--- config.mk ---
export PLATFORM = sky130hd
export DESIGN_NAME = ahci_fix_core
export DESIGN_NICKNAME = d
export VERILOG_FILES = /design/src/ahci_fix_pkg.sv /design/src/ahci_ccc_counter.sv /design/src/ahci_fix_core.sv
export SDC_FILE = /design/constraint.sdc
export NUM_CORES = 1
export LEC_CHECK = 0
export ABC_CLOCK_PERIOD_IN_PS = 11480
export BUFFER_PORTS_ARGS = -buffer_cell sky130_fd_sc_hd__buf_2
export CAP_MARGIN = 0
export CORE_MARGIN = 2
export CORE_UTILIZATION = 25
export DETAILED_ROUTE_END_ITERATION = 12
export GPL_TIMING_DRIVEN = 0
export HOLD_SLACK_MARGIN = 0.05
export PLACE_DENSITY_LB_ADDON = 0.2
export SYNTH_ARGS = -nofsm -noshare
export SYNTH_HDL_FRONTEND = slang
export SYNTH_SLANG_ARGS = --single-unit
--- constraint.sdc ---
create_clock -name clk -period 11.48 [get_ports clk]
set_clock_uncertainty 0.1 [all_clocks]
set_input_delay 2.296 -clock clk [delete_from_list [all_inputs] [get_ports clk]]
set_output_delay 2.296 -clock clk [all_outputs]
set_load 0.02 [all_outputs]
--- src/ahci_fix_pkg.sv ---
/*
 package of constants for the corrected ahci host behaviour block.
 assumes a single 20 MHz clock domain and a synchronous active-high reset.
*/
package ahci_fix_pkg;
    localparam int NUM_PORTS = 4;
    localparam int CCC_COUNT_WIDTH = 8;
    localparam int SACT_WIDTH = 32;
    localparam int XFER_WIDTH = 16;
    localparam logic [7:0] CCC_COUNT_RESET = 8'h00;
    localparam logic [7:0] CCC_THRESHOLD_RESET = 8'h04;

    // power-mode negotiation states
    typedef enum logic [2:0] {
        PM_ACTIVE = 3'b000,
        PM_PARTIAL_NEG = 3'b001,
        PM_SLUMBER_NEG = 3'b010,
        PM_PARTIAL = 3'b011,
        PM_SLUMBER = 3'b100
    } pm_state_e;

    // link idle, receive and transmit states
    typedef enum logic [1:0] {
        LK_IDLE = 2'b00,
        LK_RX_FRAME = 2'b01,
        LK_TX_FRAME = 2'b10
    } link_state_e;
endpackage

--- src/ahci_ccc_counter.sv ---
/*
 command completion coalescing counter.
 assumes completions arrive as a per-cycle count and the clear comes from
 the threshold compare in this counter, against the parent's threshold.
*/
`timescale 1ns/1ns
`default_nettype none
module ahci_ccc_counter
    import ahci_fix_pkg::*;
#(
    parameter int WIDTH = CCC_COUNT_WIDTH
)
(
    // clock and reset
    input wire logic clk,
    input wire logic reset,
    // control
    input wire logic enable,
    input wire logic [WIDTH-1:0] increment,
    input wire logic [WIDTH-1:0] threshold,
    // result
    output logic [WIDTH-1:0] count,
    output logic fire
);
    typedef struct packed {
        logic [WIDTH-1:0] count;
        logic fire;
    } ccc_s;

    ccc_s state;
    ccc_s next_state;
    logic [WIDTH:0] sum;

    always_comb
    begin
        next_state = state;
        sum = {1'b0, state.count} + {1'b0, increment};
        next_state.fire = 1'b0;
        if (!enable)
        begin
            next_state.count = WIDTH'(CCC_COUNT_RESET);
        end
        else if (threshold != '0 && sum >= {1'b0, threshold})
        begin
            // extra completions in the clearing cycle ride on this interrupt
            next_state.count = WIDTH'(CCC_COUNT_RESET);
            next_state.fire = 1'b1;
        end
        else
        begin
            next_state.count = sum[WIDTH-1:0];
        end
    end

    always_ff @(posedge clk)
    begin
        if (reset)
        begin
            state <= '0;
        end
        else
        begin
            state <= next_state;
        end
    end

    assign count = state.count;
    assign fire = state.fire;

    count_clears_a: assert property (@(posedge clk) disable iff (reset)
        fire |-> count == '0)
        else $error("count not zero when coalescing interrupt fires");
    count_grows_a: assert property (@(posedge clk) disable iff (reset)
        enable && !fire && $past(enable) |-> count >= $past(count))
        else $error("coalescing count went backwards without firing");
    cover property (@(posedge clk) disable iff (reset) fire);
endmodule
`default_nettype wire

--- src/ahci_fix_core.sv ---
/*
 corrected ahci host behaviour: reset and interrupt summary, coalescing,
 descriptor-done timing, phy power requests, tx fifo clear, soft reset.
 assumes all inputs synchronous to clk; one port dma and link per port slice.
*/
// What this block does
// - tx data beats slumber request; send xrdy
// - successful partial raises only light-sleep request
// - never both phy sleep requests together
// - clear colliding with increments ends at zero
// - each cleared sact bit advances coalescing count
// - descriptor done only after all its data
// - cominit during rx or comreset clears tx fifo
// - write response exactly one cycle per write
// - dma advances when register frame response returns
// - soft reset: still answer xrdy, drop strobes
// - host interrupt needs enable and pending bit
// - phy-ready loss in non-data frame sets error
`timescale 1ns/1ns
`default_nettype none
module ahci_fix_core
    import ahci_fix_pkg::*;
#(
    parameter int PORTS = NUM_PORTS,
    parameter int CW = CCC_COUNT_WIDTH,
    parameter int XW = XFER_WIDTH
)
(
    // clock and reset
    input wire logic clk,
    input wire logic reset,
    // global control and interrupt summary
    input wire logic global_reset_req,
    input wire logic global_int_enable,
    input wire logic [PORTS-1:0] port_int_pending,
    input wire logic [PORTS-1:0] pending_clear,
    output logic [PORTS-1:0] pending_summary,
    output logic host_interrupt,
    // completion coalescing
    input wire logic ccc_enable,
    input wire logic [CW-1:0] ccc_threshold,
    input wire logic sdb_frame_valid,
    input wire logic [SACT_WIDTH-1:0] sact_cleared,
    output logic [CW-1:0] ccc_count,
    output logic ccc_interrupt,
    // descriptor progress
    input wire logic prd_start,
    input wire logic [XW-1:0] prd_length,
    input wire logic data_beat,
    output logic prd_done_interrupt,
    // power management
    input wire logic rx_slumber_req,
    input wire logic rx_partial_req,
    input wire logic sw_slumber_req,
    input wire logic sw_partial_req,
    input wire logic pm_nak,
    input wire logic pm_ack,
    input wire logic tx_payload_ready,
    output logic phy_light_sleep,
    output logic phy_deep_sleep,
    output logic tx_send_xrdy,
    // link events and fifo
    input wire logic rx_cominit,
    input wire logic comreset,
    input wire logic rx_data_active,
    input wire logic tx_fifo_almost_full,
    input wire logic mem_write_done,
    output logic tx_fifo_clear,
    output logic dma_write_response,
    // register frame posting
    input wire logic d2h_frame_posted,
    output logic dma_advance,
    // soft reset and rx strobes
    input wire logic soft_reset_req,
    input wire logic rx_xrdy,
    input wire logic link_first_word,
    input wire logic link_valid,
    input wire logic rx_nondata_frame,
    input wire logic phy_ready,
    output logic tx_send_rrdy,
    output logic rx_first_word,
    output logic rx_valid,
    output logic if_nonfatal_error
);
    typedef struct packed {
        logic [PORTS-1:0] pending;
        logic irq;
        logic [XW-1:0] prd_left;
        logic prd_busy;
        logic prd_done;
        pm_state_e pm;
        logic light;
        logic deep;
        logic xrdy;
        logic fifo_clear;
        logic wr_resp;
        logic wait_resp;
        logic advance;
        logic rrdy;
        logic first;
        logic valid;
        logic srst;
        logic err;
    } core_s;

    core_s state;
    core_s next_state;
    logic [CW-1:0] completions;
    logic ccc_fire;

    // population count of cleared tags, clipped to counter width
    function automatic logic [CW-1:0] popcount(input logic [SACT_WIDTH-1:0] v);
        logic [CW-1:0] n;
        n = '0;
        for (int i = 0; i < SACT_WIDTH; i++)
        begin
            n = n + CW'(v[i]);
        end
        return n;
    endfunction

    assign completions = sdb_frame_valid ? popcount(sact_cleared) : '0;

    ahci_ccc_counter #(
        .WIDTH(CW)
    ) ccc (
        .clk(clk),
        .reset(reset),
        .enable(ccc_enable),
        .increment(completions),
        .threshold(ccc_threshold),
        .count(ccc_count),
        .fire(ccc_fire)
    );

    always_comb
    begin
        next_state = state;
        // interrupt summary: hardware set wins over software clear
        if (global_reset_req)
        begin
            next_state.pending = '0;
        end
        else
        begin
            next_state.pending = (state.pending & ~pending_clear) | port_int_pending;
        end
        next_state.irq = global_int_enable && (next_state.pending != '0);

        // descriptor done fires on the last beat, not the first frame
        next_state.prd_done = 1'b0;
        if (prd_start)
        begin
            next_state.prd_left = prd_length;
            next_state.prd_busy = prd_length != '0;
        end
        else if (state.prd_busy && data_beat)
        begin
            next_state.prd_left = state.prd_left - XW'(1);
            if (state.prd_left == XW'(1))
            begin
                next_state.prd_busy = 1'b0;
                next_state.prd_done = 1'b1;
            end
        end

        // power negotiation; outgoing data always beats a slumber request
        next_state.xrdy = 1'b0;
        unique case (state.pm)
            PM_ACTIVE:
            begin
                if (rx_slumber_req && tx_payload_ready)
                begin
                    next_state.xrdy = 1'b1;
                end
                else if (rx_partial_req)
                begin
                    // device partial wins a collision with software slumber
                    next_state.pm = PM_PARTIAL_NEG;
                end
                else if (rx_slumber_req || sw_slumber_req)
                begin
                    next_state.pm = PM_SLUMBER_NEG;
                end
                else if (sw_partial_req)
                begin
                    next_state.pm = PM_PARTIAL_NEG;
                end
            end
            PM_PARTIAL_NEG, PM_SLUMBER_NEG:
            begin
                if (pm_nak || tx_payload_ready)
                begin
                    next_state.pm = PM_ACTIVE;
                end
                else if (pm_ack)
                begin
                    next_state.pm = (state.pm == PM_PARTIAL_NEG) ? PM_PARTIAL : PM_SLUMBER;
                end
            end
            PM_PARTIAL, PM_SLUMBER:
            begin
                if (tx_payload_ready || !phy_ready)
                begin
                    next_state.pm = PM_ACTIVE;
                end
            end
            default:
            begin
                next_state.pm = PM_ACTIVE;
            end
        endcase
        // outputs decoded from one state, so never both at once
        next_state.light = next_state.pm == PM_PARTIAL;
        next_state.deep = next_state.pm == PM_SLUMBER;

        // fifo clear and single-cycle write response
        next_state.fifo_clear = (rx_cominit && rx_data_active) || comreset;
        // almost-full during clear must not stretch the response
        next_state.wr_resp = mem_write_done;

        // register frame posting waits for its own write response
        next_state.advance = 1'b0;
        if (d2h_frame_posted)
        begin
            next_state.wait_resp = 1'b1;
        end
        else if (state.wait_resp && state.wr_resp)
        begin
            next_state.wait_resp = 1'b0;
            next_state.advance = 1'b1;
        end

        // soft reset: answer xrdy, gate frame strobes
        next_state.srst = soft_reset_req;
        next_state.rrdy = rx_xrdy;
        next_state.first = link_first_word && !soft_reset_req && !state.srst;
        next_state.valid = link_valid && !soft_reset_req && !state.srst;

        // error is sticky until reset
        if (rx_nondata_frame && !phy_ready)
        begin
            next_state.err = 1'b1;
        end
    end

    always_ff @(posedge clk)
    begin
        if (reset)
        begin
            state <= '0;
        end
        else
        begin
            state <= next_state;
        end
    end

    assign pending_summary = state.pending;
    assign host_interrupt = state.irq;
    assign ccc_interrupt = ccc_fire;
    assign prd_done_interrupt = state.prd_done;
    assign phy_light_sleep = state.light;
    assign phy_deep_sleep = state.deep;
    assign tx_send_xrdy = state.xrdy;
    assign tx_fifo_clear = state.fifo_clear;
    assign dma_write_response = state.wr_resp;
    assign dma_advance = state.advance;
    assign tx_send_rrdy = state.rrdy;
    assign rx_first_word = state.first;
    assign rx_valid = state.valid;
    assign if_nonfatal_error = state.err;

    sleep_exclusive_a: assert property (@(posedge clk) disable iff (reset)
        !(phy_light_sleep && phy_deep_sleep))
        else $error("both phy sleep requests active");
    reset_clears_pending_a: assert property (@(posedge clk) disable iff (reset)
        global_reset_req |=> pending_summary == '0)
        else $error("pending summary survived global reset");
    irq_gated_a: assert property (@(posedge clk) disable iff (reset)
        host_interrupt |-> $past(global_int_enable) && pending_summary != '0)
        else $error("interrupt without enable or pending bit");
    wr_resp_single_a: assert property (@(posedge clk) disable iff (reset)
        !mem_write_done |=> !dma_write_response)
        else $error("write response stretched");
    // almost-full once dropped the ready and bent the response
    resp_full_a: assert property (@(posedge clk) disable iff (reset)
        mem_write_done && tx_fifo_almost_full |=> dma_write_response)
        else $error("write response lost while fifo almost full");
    xrdy_collision_a: assert property (@(posedge clk) disable iff (reset)
        state.pm == PM_ACTIVE && rx_slumber_req && tx_payload_ready
        |=> tx_send_xrdy && !phy_deep_sleep)
        else $error("slumber not refused against tx data");
    partial_light_a: assert property (@(posedge clk) disable iff (reset)
        state.pm == PM_PARTIAL_NEG && pm_ack && !pm_nak && !tx_payload_ready
        |=> phy_light_sleep && !phy_deep_sleep)
        else $error("partial did not raise light sleep only");
    fifo_clear_a: assert property (@(posedge clk) disable iff (reset)
        comreset |=> tx_fifo_clear)
        else $error("comreset did not clear tx fifo");
    srst_strobes_a: assert property (@(posedge clk) disable iff (reset)
        soft_reset_req |=> !rx_first_word && !rx_valid ##1 !rx_first_word)
        else $error("frame strobes after soft reset");
    rrdy_answer_a: assert property (@(posedge clk) disable iff (reset)
        rx_xrdy |=> tx_send_rrdy)
        else $error("xrdy not answered");
    prd_done_late_a: assert property (@(posedge clk) disable iff (reset)
        prd_done_interrupt |-> $past(data_beat) && $past(state.prd_left) == XW'(1))
        else $error("descriptor done before last beat");
    advance_resp_a: assert property (@(posedge clk) disable iff (reset)
        dma_advance |-> $past(dma_write_response))
        else $error("dma advanced without response");
    error_set_a: assert property (@(posedge clk) disable iff (reset)
        rx_nondata_frame && !phy_ready |=> if_nonfatal_error)
        else $error("phy loss in non-data frame not flagged");

    cover property (@(posedge clk) disable iff (reset) phy_light_sleep);
    cover property (@(posedge clk) disable iff (reset) prd_done_interrupt);
    cover property (@(posedge clk) disable iff (reset) dma_advance);
    cover property (@(posedge clk) disable iff (reset) host_interrupt);
endmodule
`default_nettype wire

==> out/metrics.yaml, run 1 <==
r2r_end: "ccc.count[4]"
clk_pin_slew_ns: 0.07
synth.distinct_cells: 54
yosysSeqAreaShare: 0.2813
yosysWarnings: 0
end_kind: "register"
hold_path_class: "reg2reg"
worstPathMaxFanout: 6
p_leak_uw: 0.002161
gr-total-overflow: 0
synthArstFlopShare: 0
worst_pin_slew_ns: 0.5985
ys.flop_type: "dfxtp_1"
die_h_um: 119.7
worstRegToRegCells: 13
arrival_ns: 9.61
tritoncts: "done"
layout_min_cycle_time_ns: 9.502
clockBufferDepth: 2
synth_area_leaders: "dfxtp_1 28%, fa_1 15%, ha_1 8.6%"
finalSetupViolCount: 0
cp.required_ns: 11.59
syn_inst: 379
power_density_nw_per_um2: 213.6
vias: 2957
firstDrtPassIters: 4
max-slew-margin-rel: 0.6010
cts_sinks: 47
setup_tns_ns: 0
grt_pass1_wl_um: 13940
core.rowCount: 42
hold_viol: 0
r2r_start: "ccc.count[0]"
wl_per_cell_um: 12.15
die_w_um: 119.7
period_share: 0.8277
grt_pass1_vias: 3040
antenna_found_initial: 0
fmax_mhz: 105.2
gp_congestion: 0.7543
finalNetCount: 639
dieArea_sq_um: 14320
synth_area_sq_um: 3344
postCtsSetupBuffers: 0
numPortBuffers: 114
ctsHoldBuffers: 0
post-route-util: 0.3270
synth_top_area_cell: "dfxtp_1"
layout-drive-gt1-share: 0.2635
slew_violations: 0
synth_fp_nets: 518
ios: 116
htreeDepth: 2
ant_nets: 0
start_util: 0.2546
grt_max_degree: 15
crit_path_start_kind: "input port"
synth_enable_flop_cells: 0
cts_root_buf: "clkbuf_16"
crit_start: "sact_cleared[0]"
clock_latency_ns: 0.29
ctsResizeCount: 0
grt.total_usage: 0.1207
area_delta_synth_final_pct: 28.43
wl_um: 8224
synth.most_common_cell: "inv_1"
drc_errors: 0
antenna_cells: 0
synth_top_area_share: 0.2813
ys_ff_latch: 47
rrSetupSlack_ns: 7.66
peakVddDrop_mv: 0.09090
drtIter0Drc: 89
syn_area_per_cell_sq_um: 8.824
core_sq_um: 13140
crit_end: "ccc.count[4]"
numCtsBuffers: 5
synth_common_cells: "68 x inv_1, 47 x dfxtp_1, 37 x nor2_1"
dp.final_hpwl_um: 6833
status: "finished, final reports clean"
critical_path_class: "in2reg"
rsz0062_at_grt: "false"
viasPerCell: 4.368
maxCapViolCount: 0
stage by stage:
step	area [sq um]	instances	hold WS, ns	setup WS (ns)	power, uW
after floorplan	3344	379	0.3430	2.296	643.1
after global placement	4135	669	0.3526	1.663	769.9
after detailed placement	4135	669	0.3635	1.663	779.6
after CTS	4295	677	0.3742	1.958	942.5
after global routing	4295	677	0.3986	1.571	1042
final	4295	677	0.3709	1.978	917.4
placed cells by master, fill, tap and decap left out, types with 2 or more instances in the layout:
master	netlist	layout
a211oi_1	11	11
a21o_1	3	3
a21oi_1	19	19
a31oi_1	2	2
and2_1	7	7
and3_1	2	2
and4b_1	2	2
buf_2	1	115
buf_4	4	4
clkbuf_1	8	8
clkbuf_16	0	5
clkbuf_8	0	2
dfxtp_1	47	47
fa_1	25	25
ha_1	23	23
inv_1	68	68
mux2i_1	4	4
nand2_1	6	6
nand2b_1	2	2
nand3b_1	2	2
nor2_1	37	37
nor2b_1	14	14
nor3_1	10	10
nor4_1	14	14
nor4b_1	3	3
o211ai_1	2	2
o21a_1	3	3
o21ai_0	7	7
o21bai_1	6	6
or3_1	2	2
or4_1	2	2
xnor2_1	12	12
xor2_1	8	8
cell families after synthesis:
logic type / after synthesis / synth area share
multiplexers: 4 / 0.01197
AO/OA/AOI/OAI: 65 / 0.1317
adder cells (fa/ha/maj): 48 / 0.2357
flip-flops: 47 / 0.2813
buffers and inverters: 82 / 0.09689
XOR/XNOR: 20 / 0.05238
AND/OR/NAND/NOR: 113 / 0.1900
registers in the layout, indices dropped and copies added (netlist names):
name	count
ccc.fire	1
ccc.count	8
state	22
rx_valid	1
dma_advance	1
prd_done_interrupt	1
dma_write_response	1
if_nonfatal_error	1
phy_light_sleep	1
tx_fifo_clear	1
host_interrupt	1
tx_send_rrdy	1
pending_summary	4
phy_deep_sleep	1
tx_send_xrdy	1
rx_first_word	1
where the power goes:
group	total, uW	internal, uW	switching, uW
clock network	157	92.7	64.5
logic	575	266	309
registers	185	177	8.19
total	917	536	382
how the worst min path moves through the flow:
stage,start,endpoint,slack (ns),cells past startpoint
2_1_floorplan,state[6],state[6],0.34,2
3_3_place_gp,dma_write_response,dma_advance,0.35,2
3_5_place_dp,dma_write_response,dma_advance,0.36,2
4_1_cts,dma_write_response,dma_advance,0.37,2
5_1_grt,dma_write_response,dma_advance,0.40,2
6_report,dma_write_response,dma_advance,0.37,2
layer usage:
layer  wire length (um)  part of all wire  GRT usage  vias up
li1                   -                 -          -     1502
met1               3629              0.44     0.1491     1379
met2               4113              0.50     0.2111       68
met3                372             0.045    0.02519        8
met4                109             0.013    0.03529        0
met5                  0                 0          0        -
area by class of cell:
cell class / count / area, sq um
Multi-Input combinational cell: 250 / 2079
Inverter: 68 / 255.2
Buffer: 14 / 68.82
Clock buffer: 7 / 152.6
Tap cell: 176 / 220.2
Timing Repair Buffer: 114 / 570.5
Clock inverter: 1 / 7.507
Sequential cell: 47 / 940.9
Fill cell: 1414 / 8842
critical path, stage by stage:
cell	delay, ns
buf_2	0.08
inv_1	0.04
fa_1	0.56
fa_1	0.46
fa_1	0.49
fa_1	0.56
fa_1	0.44
fa_1	0.50
inv_1	0.04
ha_1	0.20
fa_1	0.40
a21o_1	0.19
a21oi_1	0.16
xnor2_1	0.08
and2_1	0.16
ha_1	0.33
o21a_1	0.14
o31a_1	0.19
o22a_1	0.18
xor2_1	0.18
ha_1	0.27
a2111oi_0	0.42
o21ai_0	0.15
o221a_2	0.33
a2111o_1	0.50
a211oi_1	0.24
Power figures use the tool's default switching activity.
==> run 2, diff against run 1 <==
--- a/config.mk
+++ b/config.mk
@@ -5,7 +5,7 @@
 export SDC_FILE = /design/constraint.sdc
 export NUM_CORES = 1
 export LEC_CHECK = 0
-export ABC_CLOCK_PERIOD_IN_PS = 11480
+export ABC_CLOCK_PERIOD_IN_PS = 8600
 export BUFFER_PORTS_ARGS = -buffer_cell sky130_fd_sc_hd__buf_2
 export CAP_MARGIN = 0
 export CORE_MARGIN = 2
==> constraint.sdc (replaced) <==
create_clock -name clk -period 8.6 [get_ports clk]
set_clock_uncertainty 0.1 [all_clocks]
set_input_delay 1.72 -clock clk [delete_from_list [all_inputs] [get_ports clk]]
set_output_delay 1.72 -clock clk [all_outputs]
set_load 0.02 [all_outputs]
==> out/metrics.yaml, run 2 (synthesis gave the netlist of run 1 again) <==
clk_pin_slew_ns: 0.07  # about the same
cts_root_buf: "clkbuf_16"
wl_per_cell_um: 11.93  # -1.8%
grt_pass1_vias: 2984  # -1.8%
p_sw_uw: 564.2  # +48%
clockBufferDepth: 2  # unchanged
holdWs_ns: 0.3659  # -0.004977 ns
numPortBuffers: 114  # unchanged
start_util: 0.2546  # unchanged
wl_um: 8148  # -0.92%
status: "finished, final reports clean"
drc_errors: 0  # unchanged
hold_viol: 0  # unchanged
cp_slowest_stage_delay_ns: 0.57  # about the same
layout-drive-gt1-share: 0.3156  # +0.05211
crit_path_start_kind: "input port"
path_common_cell: "fa_1"
path_delay_family: "adder cells"
drtIter0Drc: 93  # +4.5%
dieArea_sq_um: 14320  # unchanged
area_delta_synth_final_pct: 33.86
pwr-share-comb: 0.666  # +0.039
largest_register_ffs: 22  # unchanged
crit_buf_inv: 4  # +1
ctsHoldBuffers: 0  # unchanged
power.total_uw: 1343  # +46%
internal_power_uw: 779.1  # +45%
worstPathMaxFanout: 4  # -2
finalNetCount: 645  # +0.94%
hold_path_class: "reg2reg"
rsz0062_at_grt: "true"
critPathSlowestCell: "fa_1"
regMostFlops: "state"
dp.final_hpwl_um: 6753  # -1.2%
p_leak_uw: 0.002207  # +2.1%
worst_pin_slew_ns: 0.6280  # +0.02949 ns
grt.total_usage: 0.1168  # -0.003846
maxCapViolCount: 0  # unchanged
finalSetupViolCount: 0  # unchanged
slew_violations: 0  # unchanged
clkPwrFrac: 0.150  # -0.021
layout_min_cycle_time_ns: 8.411
clock_latency_ns: 0.29  # about the same
arrival_ns: 8.54  # -1.07 ns
fmax_mhz: 118.9
tritoncts: "done"
final_cell_mix: "112 x buf_2, 64 x inv_1, 47 x dfxtp_1, 35 x nor2_1, 23 x fa_1"
antenna_cells: 0  # unchanged
viasPerCell: 4.385  # +0.40%
worst-path-stages: 25  # -3.8%
end_kind: "register"
die_h_um: 119.7  # unchanged
gr-total-overflow: 0  # unchanged
max-slew-margin-rel: 0.5814  # -0.01966
cp.required_ns: 8.73  # -2.86 ns
ant_nets: 0  # unchanged
numCtsBuffers: 5  # unchanged
grt_pass1_wl_um: 13520  # -3.0%
grt_max_degree: 15  # unchanged
period_share: 0.9780
core.rowCount: 42  # unchanged
ios: 116  # unchanged
mostFrequentLayoutCell: "buf_2"
gp_congestion: 0.7681  # +1.8%
peakVddDrop_mv: 0.1294  # +42%
hold_path_depth: 2  # unchanged
core_sq_um: 13140  # unchanged
die_w_um: 119.7  # unchanged
seqPwrFrac: 0.185  # -0.017
critical_path_class: "in2reg"
antenna_found_initial: 0  # unchanged
cts_sinks: 47  # unchanged
switching_share: 0.4200  # +0.003822
firstDrtPassIters: 4  # unchanged
power_density_nw_per_um2: 300.1  # +40%
worstRegToRegCells: 14  # +1
vias: 2995  # +1.3%
htreeDepth: 2  # unchanged
run 2: cell count changes in the layout (fill, tap and decap cells not counted), sizes merged:
| cell | change |
|---|---|
| clkinv | +1 |
| buf | +6 |
| clkinvlp | -1 |
run 2: final timing paths:
path / start / end / slack (ns)
worst max register to register: ccc.count[0] / ccc.count[6] / 5.19
worst min register to register: dma_write_response / dma_advance / 0.37
worst min-delay path: dma_write_response / dma_advance / 0.37
worst max-delay path: sact_cleared[9] / ccc.count[6] / 0.19
run 2: timing repair:
item / 4_1_cts / 5_1_grt
setup buffers: 4 / 2
resized for setup: 5 / 30
setup endpoints to repair: 7 / 9
pin swaps: 4 / 24
run 2: final cells by class:
type	count	area, sq um
Multi-Input combinational cell	250	2198
Inverter	68	255.2
Buffer	14	68.82
Timing Repair Buffer	120	641.9
Fill cell	1416	8661
Clock inverter	1	8.758
Tap cell	176	220.2
Sequential cell	47	940.9
Clock buffer	7	142.6
run 2: worst reg2reg max path: stages (launching register included):
cell,delay [ns]
dfxtp_1,0.33
ha_1,0.20
inv_1,0.07
fa_2,0.36
nor2b_2,0.14
o31a_1,0.16
o22a_1,0.18
xor2_2,0.22
ha_4,0.25
a2111oi_4,0.27
o21ai_1,0.10
o221a_2,0.30
a2111o_1,0.44
buf_6,0.17
nor2b_4,0.09
run 2: stage by stage:
step | cell area (sq um) | setup slack [ns] | instances | TNS, ns | utilization
3_3_place_gp | 4135 | -0.5992 | 669 | -3.407 | 0.3148
5_1_grt | 4477 | -0.1238 | 683 | -0.5902 | 0.3408
6_report | 4477 | 0.1893 | 683 | 0 | 0.3408
2_1_floorplan | 3344 | 0.03094 | 379 | 0 | -
3_5_place_dp | 4135 | -0.6211 | 669 | -3.569 | 0.3148
4_1_cts | 4348 | 0.003554 | 681 | 0 | 0.3310
run 2: metal layers:
metal | wire [um] | global-route usage | up-vias | share of wire
li1 | - | - | 1517 | -
met1 | 3529 | 0.1465 | 1405 | 0.43
met5 | 0 | 0 | - | 0
met3 | 376 | 0.02281 | 6 | 0.046
met4 | 74 | 0.02868 | 0 | 0.0091
met2 | 4167 | 0.2057 | 67 | 0.51
run 2: power by group through the flow:
stage / Clock (uW) / Combinational, uW / Sequential (uW)
after floorplan: 0 / 597 / 262
after global placement: 0 / 773 / 252
after detailed placement: 0 / 780 / 252
after CTS: 211 / 809 / 248
after global routing: 220 / 1040 / 250
final: 201 / 894 / 248
